--- src/hdl/fsw_pkg.sv ---
/*
  Constants for the flash self-write sequencer: register offsets, field
  positions, unlock keys and timing counts.
  Assumes a 100 MHz core clock and a 32-bit AHB-Lite register bus.
*/
package fsw_pkg;
  // Register byte offsets (one aligned word each)
  localparam logic [7:0] FSW_OFF_CTRL    = 8'h00;  // Control: enable, start, read
  localparam logic [7:0] FSW_OFF_UNLOCK  = 8'h04;  // Unlock key location, no storage
  localparam logic [7:0] FSW_OFF_ADDR_LO = 8'h08;  // Address low byte
  localparam logic [7:0] FSW_OFF_ADDR_HI = 8'h0c;  // Address high bits
  localparam logic [7:0] FSW_OFF_DATA_LO = 8'h10;  // Data low byte
  localparam logic [7:0] FSW_OFF_DATA_HI = 8'h14;  // Data high bits
  localparam logic [7:0] FSW_OFF_STATUS  = 8'h18;  // Block status

  // Control field positions
  localparam int FSW_CTRL_RD  = 0;  // Read request
  localparam int FSW_CTRL_WR  = 1;  // Write start
  localparam int FSW_CTRL_EN  = 2;  // Program allow

  // Status field positions
  localparam int FSW_ST_BUSY  = 0;  // Erase or program in progress
  localparam int FSW_ST_PWRT  = 1;  // Power-up timer still running
  localparam int FSW_ST_ARMED = 2;  // Unlock keys accepted

  // Unlock keys
  localparam logic [7:0] FSW_KEY1 = 8'h55;
  localparam logic [7:0] FSW_KEY2 = 8'haa;

  // Geometry
  localparam int         FSW_AW        = 10;     // Word address width
  localparam int         FSW_DW        = 14;     // Word data width
  localparam logic [1:0] FSW_LAST_SLOT = 2'b11;  // Slot that triggers erase+program
  localparam int         FSW_ROW_SH    = 4;      // Row of sixteen words

  // Timing
  localparam int FSW_CLK_HZ      = 100_000_000;
  localparam int FSW_PWRT_MS     = 64;  // Power-up timer
  localparam int FSW_ERASE_MS    = 4;   // Typical erase stall
  localparam int FSW_SETUP_CYC   = 2;   // Setup cycles after start
  localparam int FSW_PWRT_CYC    = FSW_PWRT_MS * (FSW_CLK_HZ / 1000);
  localparam int FSW_ERASE_CYC   = FSW_ERASE_MS * (FSW_CLK_HZ / 1000);

  // AHB-Lite codes
  localparam logic [1:0] FSW_HTRANS_NONSEQ = 2'b10;
  localparam logic [2:0] FSW_HSIZE_WORD    = 3'b010;
endpackage

--- src/hdl/fsw_sequencer.sv ---
/*
  Flash self-write sequencer: AHB-Lite register slave, four-word write
  buffer, unlock guard, power-up write inhibit, row erase and block program
  sequencing toward the flash array, and a CPU stall output.
  Assumes the flash array performs an erase or a program in one strobe
  cycle and times its own pulses; the stall timing is owned here.
*/
// The register offsets and the AHB-Lite slave port were left to the implementer.
// Operation
// - Buffer holds four words, base aligned 00
// - Block write erases row, programs four words
// - Block write aligned, never spans blocks
// - Slots 00 to 10 only latch, no stall
// - Slot 11 erases row then programs buffer
// - Two setup cycles after start
// - Stall execution during erase, 4 ms
// - Resume after write cycle completes
// - Program allow cleared at power-up
// - Power-up timer blocks all writes
// - Code lock leaves self access unscrambled
// - Guard refuses serial port, not CPU
// - Start bit set-only, hardware clears
// - Program allow low inhibits array changes
// - Unlock location reads zero
`timescale 1ns/10ps
module fsw_sequencer
  import fsw_pkg::*;
#(
  parameter int PWRT_CYC  = FSW_PWRT_CYC,   // Power-up write inhibit length
  parameter int ERASE_CYC = FSW_ERASE_CYC   // Erase stall length
) (
  // Clock and reset
  input  wire logic                core_clk,
  input  wire logic                sys_rst,
  // AHB-Lite slave
  input  wire logic                hsel,
  input  wire logic [31:0]         haddr,
  input  wire logic [1:0]          htrans,
  input  wire logic                hwrite,
  input  wire logic [2:0]          hsize,
  input  wire logic [31:0]         hwdata,
  input  wire logic                hready,
  output logic      [31:0]         hrdata,
  output logic                     hreadyout,
  output logic                     hresp,
  // Protection straps
  input  wire logic                code_lock,
  input  wire logic [1:0]          self_write_guard,
  input  wire logic                serial_programming_port,
  output logic                     serial_write_refused,
  // CPU stall
  output logic                     cpu_stall,
  // Flash array
  output logic                     fl_erase,
  output logic                     fl_prog,
  output logic                     fl_read,
  output logic [FSW_AW-1:0]        fl_addr,
  output logic [FSW_DW-1:0]        fl_wdata,
  input  wire logic [FSW_DW-1:0]   fl_rdata
);
  // Elaboration checks
  if (PWRT_CYC < 1 || ERASE_CYC < 1) begin : g_chk
    $error("fsw_sequencer: counts must be at least one");
  end

  // Sequencer states, one-hot
  typedef enum logic [5:0] {
    FSW_IDLE  = 6'b000001,
    FSW_SETUP = 6'b000010,
    FSW_ERASE = 6'b000100,
    FSW_PROG  = 6'b001000,
    FSW_DONE  = 6'b010000,
    FSW_READ  = 6'b100000
  } fsw_state_t;

  // Unlock tracking states
  typedef enum logic [2:0] {
    FSW_K_NONE = 3'b001,
    FSW_K_ONE  = 3'b010,
    FSW_K_TWO  = 3'b100
  } fsw_key_t;

  fsw_state_t        state_r;        // Sequencer state
  fsw_key_t          key_r;          // Unlock progress
  logic [7:0]        addr_lo_r;      // Address low byte
  logic [1:0]        addr_hi_r;      // Address high bits
  logic [7:0]        data_lo_r;      // Data low byte
  logic [5:0]        data_hi_r;      // Data high bits
  logic              allow_r;        // Program allow bit
  logic              wr_r;           // Start bit
  logic              rd_r;           // Read bit
  logic [FSW_DW-1:0] buf_r [4];      // Write buffer
  logic [FSW_AW-1:0] base_r;         // Block base held for programming
  logic [1:0]        slot_r;         // Slot being latched or programmed
  logic [31:0]       cnt_r;          // Setup and erase counter
  logic [31:0]       pwrt_r;         // Power-up timer
  logic              pwrt_run;       // Power-up timer still running

  // Bus address phase capture
  logic              dp_act_r;       // Data phase pending
  logic              dp_wr_r;        // Pending is a write
  logic [7:0]        dp_off_r;       // Pending offset

  logic              wr_hit;         // Register write strobe this cycle
  logic [31:0]       wval;           // Write value
  logic              start_ok;       // Start accepted

  // Decode of a register offset, used by write and read paths
  function automatic logic is_off(input logic [7:0] a, input logic [7:0] o);
    return a == o;
  endfunction

  assign hreadyout = 1'b1;  // Zero wait states
  assign hresp     = 1'b0;  // Always OKAY
  assign wr_hit    = dp_act_r & dp_wr_r;
  assign wval      = hwdata;
  assign pwrt_run  = pwrt_r != 32'h0000_0000;

  // Address phase capture
  always_ff @(posedge core_clk) begin
    if (sys_rst) begin
      dp_act_r <= 1'b0;
      dp_wr_r  <= 1'b0;
      dp_off_r <= 8'h00;
    end else if (hready) begin
      dp_act_r <= hsel & (htrans == FSW_HTRANS_NONSEQ) & (hsize == FSW_HSIZE_WORD);
      dp_wr_r  <= hwrite;
      dp_off_r <= haddr[7:0];
    end
  end

  // Power-up timer: counts down from reset, inhibits writes meanwhile
  always_ff @(posedge core_clk) begin
    if (sys_rst) begin
      pwrt_r <= 32'(PWRT_CYC);
    end else if (pwrt_run) begin
      pwrt_r <= pwrt_r - 32'd1;
    end
  end

  // Start accepted only straight after both keys, with allow set
  assign start_ok = wr_hit & is_off(dp_off_r, FSW_OFF_CTRL) & wval[FSW_CTRL_WR]
                  & (key_r == FSW_K_TWO) & allow_r & ~pwrt_run
                  & (state_r == FSW_IDLE);

  // Unlock tracking: any other register write breaks the sequence
  always_ff @(posedge core_clk) begin
    if (sys_rst) begin
      key_r <= FSW_K_NONE;
    end else if (wr_hit) begin
      if (is_off(dp_off_r, FSW_OFF_UNLOCK) && wval[7:0] == FSW_KEY1) begin
        key_r <= FSW_K_ONE;
      end else if (is_off(dp_off_r, FSW_OFF_UNLOCK) && wval[7:0] == FSW_KEY2
                   && key_r == FSW_K_ONE) begin
        key_r <= FSW_K_TWO;
      end else begin
        key_r <= FSW_K_NONE;  // keys must immediately precede start
      end
    end
  end

  // Address and data registers; a read fills data from the array
  always_ff @(posedge core_clk) begin
    if (sys_rst) begin
      addr_lo_r <= 8'h00;
      addr_hi_r <= 2'b00;
      data_lo_r <= 8'h00;
      data_hi_r <= 6'h00;
    end else if (state_r == FSW_READ) begin
      data_lo_r <= fl_rdata[7:0];  // plain data, no scrambling
      data_hi_r <= fl_rdata[FSW_DW-1:8];
    end else if (wr_hit) begin
      if (is_off(dp_off_r, FSW_OFF_ADDR_LO)) begin
        addr_lo_r <= wval[7:0];
      end else if (is_off(dp_off_r, FSW_OFF_ADDR_HI)) begin
        addr_hi_r <= wval[1:0];
      end else if (is_off(dp_off_r, FSW_OFF_DATA_LO)) begin
        data_lo_r <= wval[7:0];
      end else if (is_off(dp_off_r, FSW_OFF_DATA_HI)) begin
        data_hi_r <= wval[5:0];
      end
    end
  end

  // Program allow: plain read/write, cleared at reset
  always_ff @(posedge core_clk) begin
    if (sys_rst) begin
      allow_r <= 1'b0;
    end else if (wr_hit && is_off(dp_off_r, FSW_OFF_CTRL)) begin
      allow_r <= wval[FSW_CTRL_EN];
    end
  end

  // Start and read bits: software sets, hardware clears at completion
  always_ff @(posedge core_clk) begin
    if (sys_rst) begin
      wr_r <= 1'b0;
      rd_r <= 1'b0;
    end else begin
      if (start_ok) begin
        wr_r <= 1'b1;  // a written zero has no effect
      end else if (state_r == FSW_DONE) begin
        wr_r <= 1'b0;
      end
      if (wr_hit && is_off(dp_off_r, FSW_OFF_CTRL) && wval[FSW_CTRL_RD]
          && state_r == FSW_IDLE) begin
        rd_r <= 1'b1;
      end else if (state_r == FSW_READ) begin
        rd_r <= 1'b0;
      end
    end
  end

  // Sequencer: setup, erase (stalled), program four slots, done
  always_ff @(posedge core_clk) begin
    if (sys_rst) begin
      state_r <= FSW_IDLE;
      cnt_r   <= 32'h0000_0000;
      slot_r  <= 2'b00;
      base_r  <= '0;
    end else begin
      case (state_r)
        FSW_IDLE: begin
          if (start_ok) begin
            state_r <= FSW_SETUP;
            cnt_r   <= 32'(FSW_SETUP_CYC - 1);
            slot_r  <= addr_lo_r[1:0];
            base_r  <= {addr_hi_r, addr_lo_r[7:2], 2'b00};
          end else if (rd_r) begin
            state_r <= FSW_READ;
          end
        end
        FSW_SETUP: begin
          if (cnt_r != 32'h0000_0000) begin
            cnt_r <= cnt_r - 32'd1;
          end else if (slot_r == FSW_LAST_SLOT) begin
            state_r <= FSW_ERASE;
            cnt_r   <= 32'(ERASE_CYC - 1);
            slot_r  <= 2'b00;
          end else begin
            state_r <= FSW_DONE;  // buffer latch only
          end
        end
        FSW_ERASE: begin
          if (cnt_r != 32'h0000_0000) begin
            cnt_r <= cnt_r - 32'd1;
          end else begin
            state_r <= FSW_PROG;
          end
        end
        FSW_PROG: begin
          slot_r <= slot_r + 2'd1;  // four words, ascending
          if (slot_r == FSW_LAST_SLOT) begin
            state_r <= FSW_DONE;
          end
        end
        FSW_DONE: state_r <= FSW_IDLE;
        FSW_READ: state_r <= FSW_IDLE;
        default:  state_r <= FSW_IDLE;
      endcase
    end
  end

  // Buffer latch at the end of setup for the addressed slot
  always_ff @(posedge core_clk) begin
    if (sys_rst) begin
      buf_r <= '{default: '0};
    end else if (state_r == FSW_SETUP && cnt_r == 32'h0000_0000) begin
      buf_r[slot_r] <= {data_hi_r, data_lo_r};
    end
  end

  // Array strobes; allow is rechecked so clearing it aborts array changes
  assign fl_erase = (state_r == FSW_ERASE) & (cnt_r == 32'h0000_0000)
                    & allow_r;
  assign fl_prog  = (state_r == FSW_PROG) & allow_r;
  assign fl_read  = (state_r == FSW_READ);
  // Erase targets the row base, program walks the block slots
  assign fl_addr  = (state_r == FSW_ERASE)
                    ? {base_r[FSW_AW-1:FSW_ROW_SH], 4'h0}
                    : (state_r == FSW_PROG) ? {base_r[FSW_AW-1:2], slot_r}
                    : {addr_hi_r, addr_lo_r};
  assign fl_wdata = buf_r[slot_r];

  // CPU held only during erase and program; latch-only starts never stall
  assign cpu_stall = (state_r == FSW_ERASE) | (state_r == FSW_PROG);

  // Guarded regions refuse the serial port; CPU path ignores the guard
  assign serial_write_refused = serial_programming_port
                                & (self_write_guard != 2'b11);

  // Read data: registered, unlock location reads zero
  always_ff @(posedge core_clk) begin
    if (sys_rst) begin
      hrdata <= 32'h0000_0000;
    end else if (hready && hsel && htrans == FSW_HTRANS_NONSEQ && !hwrite) begin
      if (is_off(haddr[7:0], FSW_OFF_CTRL)) begin
        hrdata <= {29'h0, allow_r, wr_r, rd_r};
      end else if (is_off(haddr[7:0], FSW_OFF_ADDR_LO)) begin
        hrdata <= {24'h0, addr_lo_r};
      end else if (is_off(haddr[7:0], FSW_OFF_ADDR_HI)) begin
        hrdata <= {30'h0, addr_hi_r};
      end else if (is_off(haddr[7:0], FSW_OFF_DATA_LO)) begin
        hrdata <= {24'h0, data_lo_r};
      end else if (is_off(haddr[7:0], FSW_OFF_DATA_HI)) begin
        hrdata <= {26'h0, data_hi_r};
      end else if (is_off(haddr[7:0], FSW_OFF_STATUS)) begin
        hrdata <= {29'h0, key_r == FSW_K_TWO, pwrt_run, cpu_stall};
      end else begin
        hrdata <= 32'h0000_0000;  // unlock and unmapped read zero
      end
    end
  end

  // code_lock has no effect on the self path, by design
  logic unused_lock;
  assign unused_lock = code_lock;
endmodule

--- config.mk ---
export PLATFORM = sky130hd
export DESIGN_NAME = fsw_sequencer
export DESIGN_NICKNAME = d
export VERILOG_FILES = /design/src/hdl/fsw_pkg.sv /design/src/hdl/fsw_sequencer.sv
export SDC_FILE = /design/constraint.sdc
export NUM_CORES = 1
export LEC_CHECK = 0
export BUFFER_PORTS_ARGS = -buffer_cell sky130_fd_sc_hd__buf_4
export CAP_MARGIN = 25
export CORE_MARGIN = 5
export CORE_UTILIZATION = 49
export CTS_BUF_LIST = sky130_fd_sc_hd__clkbuf_4
export DETAILED_ROUTE_END_ITERATION = 12
export HOLD_SLACK_MARGIN = 0.08
export PLACE_DENSITY = 0.83
export SETUP_SLACK_MARGIN = 0.2
export SKIP_CTS_REPAIR_TIMING = 1
export SYNTH_ARGS = -nofsm -noshare
export SYNTH_HDL_FRONTEND = slang
export SYNTH_SLANG_ARGS = --single-unit
--- constraint.sdc ---
create_clock -name core_clk -period 3.55 [get_ports core_clk]
set_input_delay 0.5325 -clock core_clk [delete_from_list [all_inputs] [get_ports core_clk]]
set_output_delay 0.5325 -clock core_clk [all_outputs]
set_load 0.005 [all_outputs]
### Yosys cells after proc, flatten, opt, wreduce, memory -nomap -nowiden

Index checks and enable logic that the tools add are counted.

* add/sub/neg operators: 3
* magnitude comparators: 2
* equal/unequal tests: 35
* muxes and demuxes: 47
* bitwise gates (word level): 18
* reductions and logical operators: 32

Operators with widths (count)
* $mux 32: 4
* $pmux 32 s3: 1
* $mux 6: 12
* $mux 8: 9
* $reduce_bool 32->1: 2
* $sub 32x1->32 const B: 2
* $bwmux 56: 1
* $mux 14: 3
* $eq 8x5->1 const B: 5
* $eq 8x4->1 const B: 4
* $logic_not 32->1: 1
* $bmux 14 s2: 1
* $demux 14 s2: 1
* $pmux 6 s4: 1
* $mux 10: 2
* $ne 2x2->1 const B: 10
* $reduce_and 4->1: 5
* $logic_not 8->1: 2
* $and 1x1->1: 13
* $logic_and 1x1->1: 11
* $reduce_bool 2->1: 5
* $mux 3: 3
* $eq 8x3->1 const B: 1
* $eq 8x7->1 const B: 1
* other kinds (26): 37

* flip-flop bits (word level): 208
* input port bits: 92
* output and inout bits: 63

### Longest topological paths before layout

Gate-level depths: netlist of run 1.

* depth in word-level cells: 9
* gate-level depth with buffers: 11
* mapped depth without buffers: 9

### Worst setup path before layout of run 1

No wires, ideal clock.

* path type: flip-flop to flip-flop
* start point: reg pwrt_r[6]
* end point: reg slot_r[0]
* arrival time: 2821 ps
* data required time: 3403 ps
* path slack: 582 ps
* stages on the path, launching flop included: 9
* path buffers: 1
* cell sequence: dfxtp_1 -> or4_4 -> or4_1 -> buf_2 -> or4_1 -> o21a_1 -> or3_4 -> a211oi_2 -> a311oi_1

* longest elaborated chain between the ends: 6

Ends and longest elaborated chain
* start: declaration: line fsw_sequencer.sv:96 `logic [31:0] pwrt_r;`
* start signal: assignment: line fsw_sequencer.sv:135 `pwrt_r <= 32'(PWRT_CYC);`
* start signal: assignment: line fsw_sequencer.sv:137 `pwrt_r <= pwrt_r - 32'd1;`
* $reduce_bool 32->1: line fsw_sequencer.sv:117 `assign pwrt_run = pwrt_r != 32'h0000_0000;`
* $not 1->1: line fsw_sequencer.sv:143 `& (key_r == FSW_K_TWO) & allow_r & ~pwrt_run`
* $and 1x1->1: line fsw_sequencer.sv:143
* $and 1x1->1: line fsw_sequencer.sv:144 `& (state_r == FSW_IDLE);`
* $ne 2x2->1 (no line)
* $reduce_and 4->1 (no line)
* end signal: assignment: line fsw_sequencer.sv:227 `slot_r <= addr_lo_r[1:0];`
* end signal: assignment: line fsw_sequencer.sv:252 `slot_r <= slot_r + 2'd1;`
* end: declaration: line fsw_sequencer.sv:94 `logic [1:0] slot_r;`

No other way between the ends.
A chain may end at the register's enable or synchronous reset.

### Worst setup path in the final report of run 1

* start point: reg pwrt_r[18]
* end point: reg slot_r[0]

The elaborated chain is that of the path after synthesis.

==> results of run 1 <==
power groups by stage:
stage               Combinational [mW]  Clock (mW)  Sequential (mW)
finish                            1.19        1.09             2.28
global route                      1.32        1.20             2.30
CTS                               1.17        1.11             2.28
detailed placement                1.16           0             2.32
global placement                  1.13           0             2.31
floorplan                        0.921           0             2.30
worst paths after layout:
path | start | to | slack, ns | depth (start not counted)
max | pwrt_r[18] | slot_r[0] | 0.33 | 7
min | haddr[1] | dp_off_r[1] | 0.18 | 3
max reg2reg | pwrt_r[18] | slot_r[0] | 0.33 | 7
min reg2reg | buf_r[12] | buf_r[12] | 0.46 | 2
final cells by class:
type / instances / area share [%]
Tap cell: 229 / 2.933
Inverter: 14 / 0.5764
Clock buffer: 17 / 1.307
Sequential cell: 184 / 37.71
Clock inverter: 14 / 1.268
Multi-Input combinational cell: 801 / 48.62
Timing Repair Buffer: 97 / 7.583
layer usage:
layer | share of wire, % | track usage, %
met5 | 0 | 0
met2 | 47 | 32.53
met3 | 6.8 | 4.160
met1 | 44 | 28.36
met4 | 1.5 | 6.789
worst min-delay path, cell delays in order:
cell and delay [ns]:
buf_4 0.08, mux2i_1 0.06, nor2_1 0.08
stage by stage:
step	power (mW)	util [%]	instance area, sq um
3_5_place_dp	3.477	53.35	9485
5_1_grt	4.825	54.94	9768
2_1_floorplan	3.218	-	8867
3_3_place_gp	3.446	53.35	9485
4_1_cts	4.549	54.76	9737
6_report	4.556	54.94	9768
kinds of logic after synthesis:
kind of cell / Yosys count
flip-flops: 184
XOR/XNOR: 43
buffers and inverters: 97
other: 2
multiplexers: 52
AO/OA/AOI/OAI: 177
AND/OR/NAND/NOR: 495
adder cells (fa/ha/maj): 8
sequential cells by signal (all words and copies together), names as in the netlist:
signal,flops
addr_hi_r,2
addr_lo_r,8
allow_r,1
base_r,8
buf_r,56
cnt_r,32
data_hi_r,6
data_lo_r,8
dp_act_r,1
dp_off_r,8
dp_wr_r,1
hrdata,8
key_r,3
pwrt_r,32
rd_r,1
slot_r,2
state_r,6
wr_r,1
cell usage after synthesis, types with 3 or more instances:
cell,number
ha_1,8
o32ai_1,3
buf_2,5
clkbuf_1,49
inv_1,14
a31oi_1,5
buf_1,3
o21ai_0,16
and2_1,20
and3_1,7
mux2i_1,32
a21oi_1,111
nor4_1,21
o31ai_1,4
buf_4,26
and4_1,3
nor3_1,49
or2_2,8
mux2_2,6
nand2_1,165
nor3b_1,4
nand2b_1,8
nand3b_1,7
xnor2_1,21
nand4_1,7
a22o_1,5
dfxtp_1,184
xor2_1,22
or4_1,17
a311oi_1,7
nor2_1,125
mux4_2,14
or3b_2,3
nand3_1,15
a221oi_1,3
nor4b_1,3
or3_1,21
a211oi_1,5
==> run metrics, run 1 <==
FF/Latch Area=roughly 0.0037 sq mm; run status=finished clean; Die X=approximately 140 um; Clk pwr share=between 20% and 30%; ANT cells=0; Worst Max-Slew Pin Slew=between 0.7 and 0.8 ns; initial drt markers=800; CP cell instances=or4_1 -> or4_1 -> or4_1 -> o21a_1 -> or3_4 -> a211oi_2 -> a311oi_1; share of layout cells above drive strength 1=~15%; Adder-Cell Fraction of Synth Area=between 1 and 1.5%; CP Buf/Inv Count=0; xor/xnor cell area share of the yosys netlist=approximately 4.3%; RSZ-0062 raised after global routing=no; pre-CTS setup slack=roughly 0.33 ns; Worst Path Class, Setup=flop to flop; worst-path fanout max=6; Hold Slack=between 0.15 and 0.2 ns; Core Rows=49; Worst-Skew Late Latency=~0.60 ns; # fillers=about 1600; switching power=between 1.5 and 2 mW; Main synth FF type=dfxtp_1; Netlist cell types=between 60 and 70; Synth area leaders=dfxtp_1 42%, nand2_1 7.1%, a21oi_1 6.3%; ANT nets after route=0; Synth Area in Compound Gates=11.93%; Die Ht=about 140 um; first-pass GRT wire length=between 30000 and 40000 um; Worst EP arrival=3.70 ns; classification of the worst-slack hold path=primary input to flop; vias in the first global route=7174; Synthesis Warnings=0; # DRC=0; Initial Util=between 40 and 50%; Final HPWL DP=~15000 um; CP Capture Type=flop; commonest non-fill, non-tap cell in the layout=dfxtp_1; setup slack after layout=0.3302 ns; Fin. Hold Viols=0; Post-Syn Instances=approximately 1100; setup TNS=0 ns; GR Util All Layers=20.61%; Clock Tree Buf Depth=2; largest family of logic cells by synthesized area=simple AND/OR/NAND/NOR gates; total power per unit cell area=between 400 and 500 mW/mm^2; Max Clock Freq=approximately 310 MHz; Synth Cell Area=around 0.0088 sq mm; Slew Viols, Final=0; Leakage Power=3.847 nW; Worst Setup Start Kind=flop; slowest CP cell=or4_1; Num CTS Buffers=17; crit-path max cell delay=between 0.6 and 0.7 ns; Int Power=between 3 and 4 mW; I/O Buffers=between 70 and 80; Multi-input gate area=around 0.0047 sq mm; GRT overflow=0; H-Tree Depth=4; CP required=around 4.0 ns; Cell Count Post-Placement=approximately 1300; number of synthesized flops with an enable pin=0; mux cell area share after synthesis=between 8 and 9%; Synth-to-Final Area Change=11.29%; area leader, netlist=dfxtp_1; post-route non-filler standard cell count=about 1400; Synth Register Bits=184; 1st-pass router iterations=6; largest net degree at the start of global routing=a little under 100; Sink Count=between 150 and 200; clock root cell=clkbuf_4; maxcap violations=0; final worst path period share=~90%; Ports=around 160; Crit path top cell by count=or4_1; Seq/Total Area, Yosys=between 40% and 50%; Layout Skew=approximately 0.031 ns; Setup-failing EPs final=0; CTS clk-pin slew, worst paths=~0.15 ns; placer congestion estimate=0.8821; routed via count=roughly 7700; VDD IR-drop max=0.2508 mV; Max-slew headroom=47.56%; WL final=approximately 21000 um; part of the power in registers=50.0%; Synth top area share=a little over two fifths; commonest cells after routing, fill and taps aside=184 x dfxtp_1, 165 x nand2_1, 125 x nor2_1; Core ar.=0.01778 sq mm; CTS tree=built; Avg Vias per Cell=5.650; syn avg cell area=slightly above 8 sq um; Net Sw Frac=about a third; Async SR Flop Fraction=0%; CP delay by family, top=simple AND/OR/NAND/NOR gates; minimum clock period=~3.2 ns; logic gate share of total power=a little over a quarter; initial antenna violation count=0; post-synthesis simple-gate area fraction=27.24%; final net count=between 1000 and 1500; Avg WL per Cell=~16 um; Die ar.=approximately 0.021 sq mm
Note: power is estimated with default switching activity, not from simulation.
==> run 2: changes to the inputs <==
- ABC_AREA: not set -> 1
- PLACE_DENSITY: 0.83 -> 0.82
==> run 2 against run 1 <==
Net effect:
- setup slack gained 0.15 ns
- total power grew 25%
- synthesized cell count increased by 44%
- register-to-register slack better by 0.67 ns
- first-iteration DRC count decreased by 8.9%
- critical endpoint is now fl_addr[4]
- largest cell class unchanged
==> run metrics, run 2 <==
run status=finished clean; CTS clk-pin slew, worst paths=0.18 ns (+0.03 ns); max reg flops=56 (unchanged); Avg Vias per Cell=5.418 (-4.1%); Synth Area in Compound Gates=18.28% (+6.3 points); I/O Buffers=79 (unchanged); Die X=154.1 um (+7.1%); initial drt markers=729 (-8.9%); hold path depth=3 (unchanged); vias in the first global route=9021 (+26%); Largest Register=buf_r; Fin. Hold Viols=0 (unchanged); Synth Cell Area=0.01017 sq mm (+16%); Worst Max-Slew Pin Slew=1.031 ns (+0.2467 ns); Final HPWL DP=19140 um (+31%); top-count cell post-synth=nand2_1; Leakage Power=4.581 nW (+19%); RR Startpoint=cnt_r[0]; H-Tree Depth=4 (unchanged); final worst path period share=86.50% (-4.2 points); VDD IR-drop max=0.2781 mV (+11%); ANT nets after route=0 (unchanged); Synth top cells by count=311 x nand2_1, 190 x nor2_1, 184 x dfxtp_1; Adder-Cell Fraction of Synth Area=0.9839% (-0.16 points); Multi-input gate area=0.005480 sq mm (+15%); classification of the worst-slack hold path=primary input to flop; WL final=26920 um (+27%); worst hold start=fl_rdata[12]; commonest non-fill, non-tap cell in the layout=nand2_1; R2R cell count=9 (+2); part of the power in registers=39.5% (-10 points); top flop regs=buf_r x56, cnt_r x32, pwrt_r x32; placer congestion estimate=0.9509 (+7.8%); Clock Tree Buf Depth=2 (unchanged); Avg WL per Cell=14.57 um (-7.1%); largest net degree at the start of global routing=82 (-16%); setup TNS=0 ns (unchanged); Cell Count Post-Placement=1814 (+37%); RSZ-0062 raised after global routing=no; first-pass GRT wire length=43700 um (+25%); CTS tree=built; Num CTS Buffers=17 (unchanged); Worst setup startpoint=state_r[0]; Main synth FF type=dfxtp_1; Synthesis Warnings=0 (unchanged); GR Util All Layers=22.11% (+1.5 points); CP required=3.02 ns (-1.01 ns); Clk pwr share=21.3% (-2.6 points); worst reg-to-reg setup slack=1.00 ns (+0.67 ns); Synth area leaders=dfxtp_1 36%, nand2_1 11%, o21ai_0 8.1%; GRT overflow=0 (unchanged); slowest CP cell=nand2_1; Worst Setup Start Kind=flop; logic gate share of total power=39.2% (+13 points); Net Sw Frac=43.18% (+9.5 points); Core Rows=52 (+6.1%); Int Power=3.227 mW (+6.8%); Sink Count=184 (unchanged); Worst-Skew Late Latency=0.61 ns (about the same); Initial Util=49.96% (+0.59 points); FF/Latch Area=0.003684 sq mm (unchanged); Worst R2R End=buf_r[42]; Synth Register Bits=184 (unchanged); post-synthesis simple-gate area fraction=30.81% (+3.6 points); total power per unit cell area=514.2 mW/mm^2 (+10%); clock root cell=clkbuf_4; final net count=1663 (+37%); Layout Skew=0.02849 ns (-0.002842 ns); Netlist cell types=46 (-26%); Synth top area share=36.21% (-5.8 points); xor/xnor cell area share of the yosys netlist=2.841% (-1.4 points); Max-slew headroom=31.26% (-16 points); Ports=155 (unchanged); Die ar.=0.02374 sq mm (+15%); post-route non-filler standard cell count=1848 (+36%); Die Ht=154.1 um (+7.1%); placed instance area=0.01075 sq mm (+13%); CP cell instances=nor2_1 -> nand4_1 -> nand2_1 -> o21ai_0 -> buf_4; hold endpoint=data_hi_r[4]; Synth-to-Final Area Change=8.559%; crit-path max cell delay=0.55 ns (-0.06 ns); share of layout cells above drive strength 1=12.06% (-3.0 points); initial antenna violation count=1 (+1); Slew Viols, Final=0 (unchanged); Async SR Flop Fraction=0% (unchanged); Core ar.=0.02036 sq mm (+15%); Worst Path Class, Setup=flop to primary output; final instance area=0.01104 sq mm (+13%); largest family of logic cells by synthesized area=simple AND/OR/NAND/NOR gates; Post-Syn Instances=1520 (+44%); worst-path fanout max=14 (+8); Seq/Total Area, Yosys=36.21% (-5.8 points); Setup-failing EPs final=0 (unchanged); maxcap violations=0 (unchanged); commonest cells after routing, fill and taps aside=311 x nand2_1, 190 x nor2_1, 184 x dfxtp_1; mux cell area share after synthesis=0% (-8.0 points); area leader, netlist=dfxtp_1; routed via count=10010 (+31%); # fillers=1974 (+24%); Worst EP arrival=2.54 ns (-1.16 ns); syn avg cell area=6.693 sq um (-19%); Max Clock Freq=325.7 MHz (+4.9%); minimum clock period=3.071 ns (-0.1492 ns); CP Capture Type=primary output; 1st-pass router iterations=5 (-1); number of synthesized flops with an enable pin=0 (unchanged); # DRC=0 (unchanged); switching power=2.452 mW (+60%)
==> run 2: cell count changes after synthesis, sizes merged, moves of 29 or more <==
cell / previous run / this run
nand2: 165 / 331
nand4: 7 / 44
inv: 14 / 150
mux2i: 32 / 0
nand3: 16 / 68
nor2: 125 / 212
a21oi: 111 / 140
o21ai: 16 / 170
==> run 2: cell families after synthesis <==
family	count (synthesis)
simple gates	705
compound gates	346
buf+inv	242
flops	184
xor+xnor	33
fa+ha+maj	8
other cells	2
==> run 2: cell type report <==
| class | instances | area share (%) |
|---|---|---|
| flip-flops and latches | 184 | 33.35 |
| inverters | 152 | 5.166 |
| diodes | 2 | 0.04532 |
| multi-input cells | 1118 | 49.62 |
| clock inverters | 14 | 1.416 |
| well taps | 270 | 3.059 |
| repair buffers | 90 | 6.118 |
| clock buffers | 18 | 1.224 |
==> run 2: how the worst max path moves through the flow <==
stage	to	slack [ns]
detailed placement	buf_r[48]	1.08
CTS	fl_addr[4]	0.47
global route	fl_addr[9]	0.29
global placement	buf_r[50]	1.13
finish	fl_addr[4]	0.48
floorplan	fl_erase	1.58
==> run 2: routing by layer <==
layer / wire (um) / GRT usage (%)
met5: 0 / 0
met1: 11610 / 29.35
met2: 12370 / 35.57
met3: 2169 / 4.103
met4: 770 / 8.873
==> run 2: critical path, delay by kind of cell, from the launching register on <==
kind | cells | cell delay, ns
DFF | 1 | 0.36
AOI/OAI and AO/OA | 1 | 0.21
buffers and inverters | 1 | 0.18
and+or+nand+nor | 3 | 1.19
==> run 2: metrics by stage <==
step / hold slack (ns) / worst slack (ns) / total power [mW] / utilization (%)
after floorplan: 0.4205 / 1.583 / 4.052 / -
after global placement: 0.4266 / 1.135 / 4.433 / 52.78
after detailed placement: 0.4312 / 1.084 / 4.486 / 52.78
after CTS: 0.1410 / 0.4663 / 5.672 / 54.21
after global routing: 0.1364 / 0.2904 / 6.067 / 54.23
final: 0.1683 / 0.4794 / 5.679 / 54.23
==> run 2: power groups by stage <==
stage	sequential (mW)	clock, mW	combinational [mW]
finish	2.24	1.21	2.23
floorplan	2.26	0	1.79
global placement	2.28	0	2.15
CTS	2.24	1.22	2.21
global route	2.26	1.31	2.50
detailed placement	2.28	0	2.20
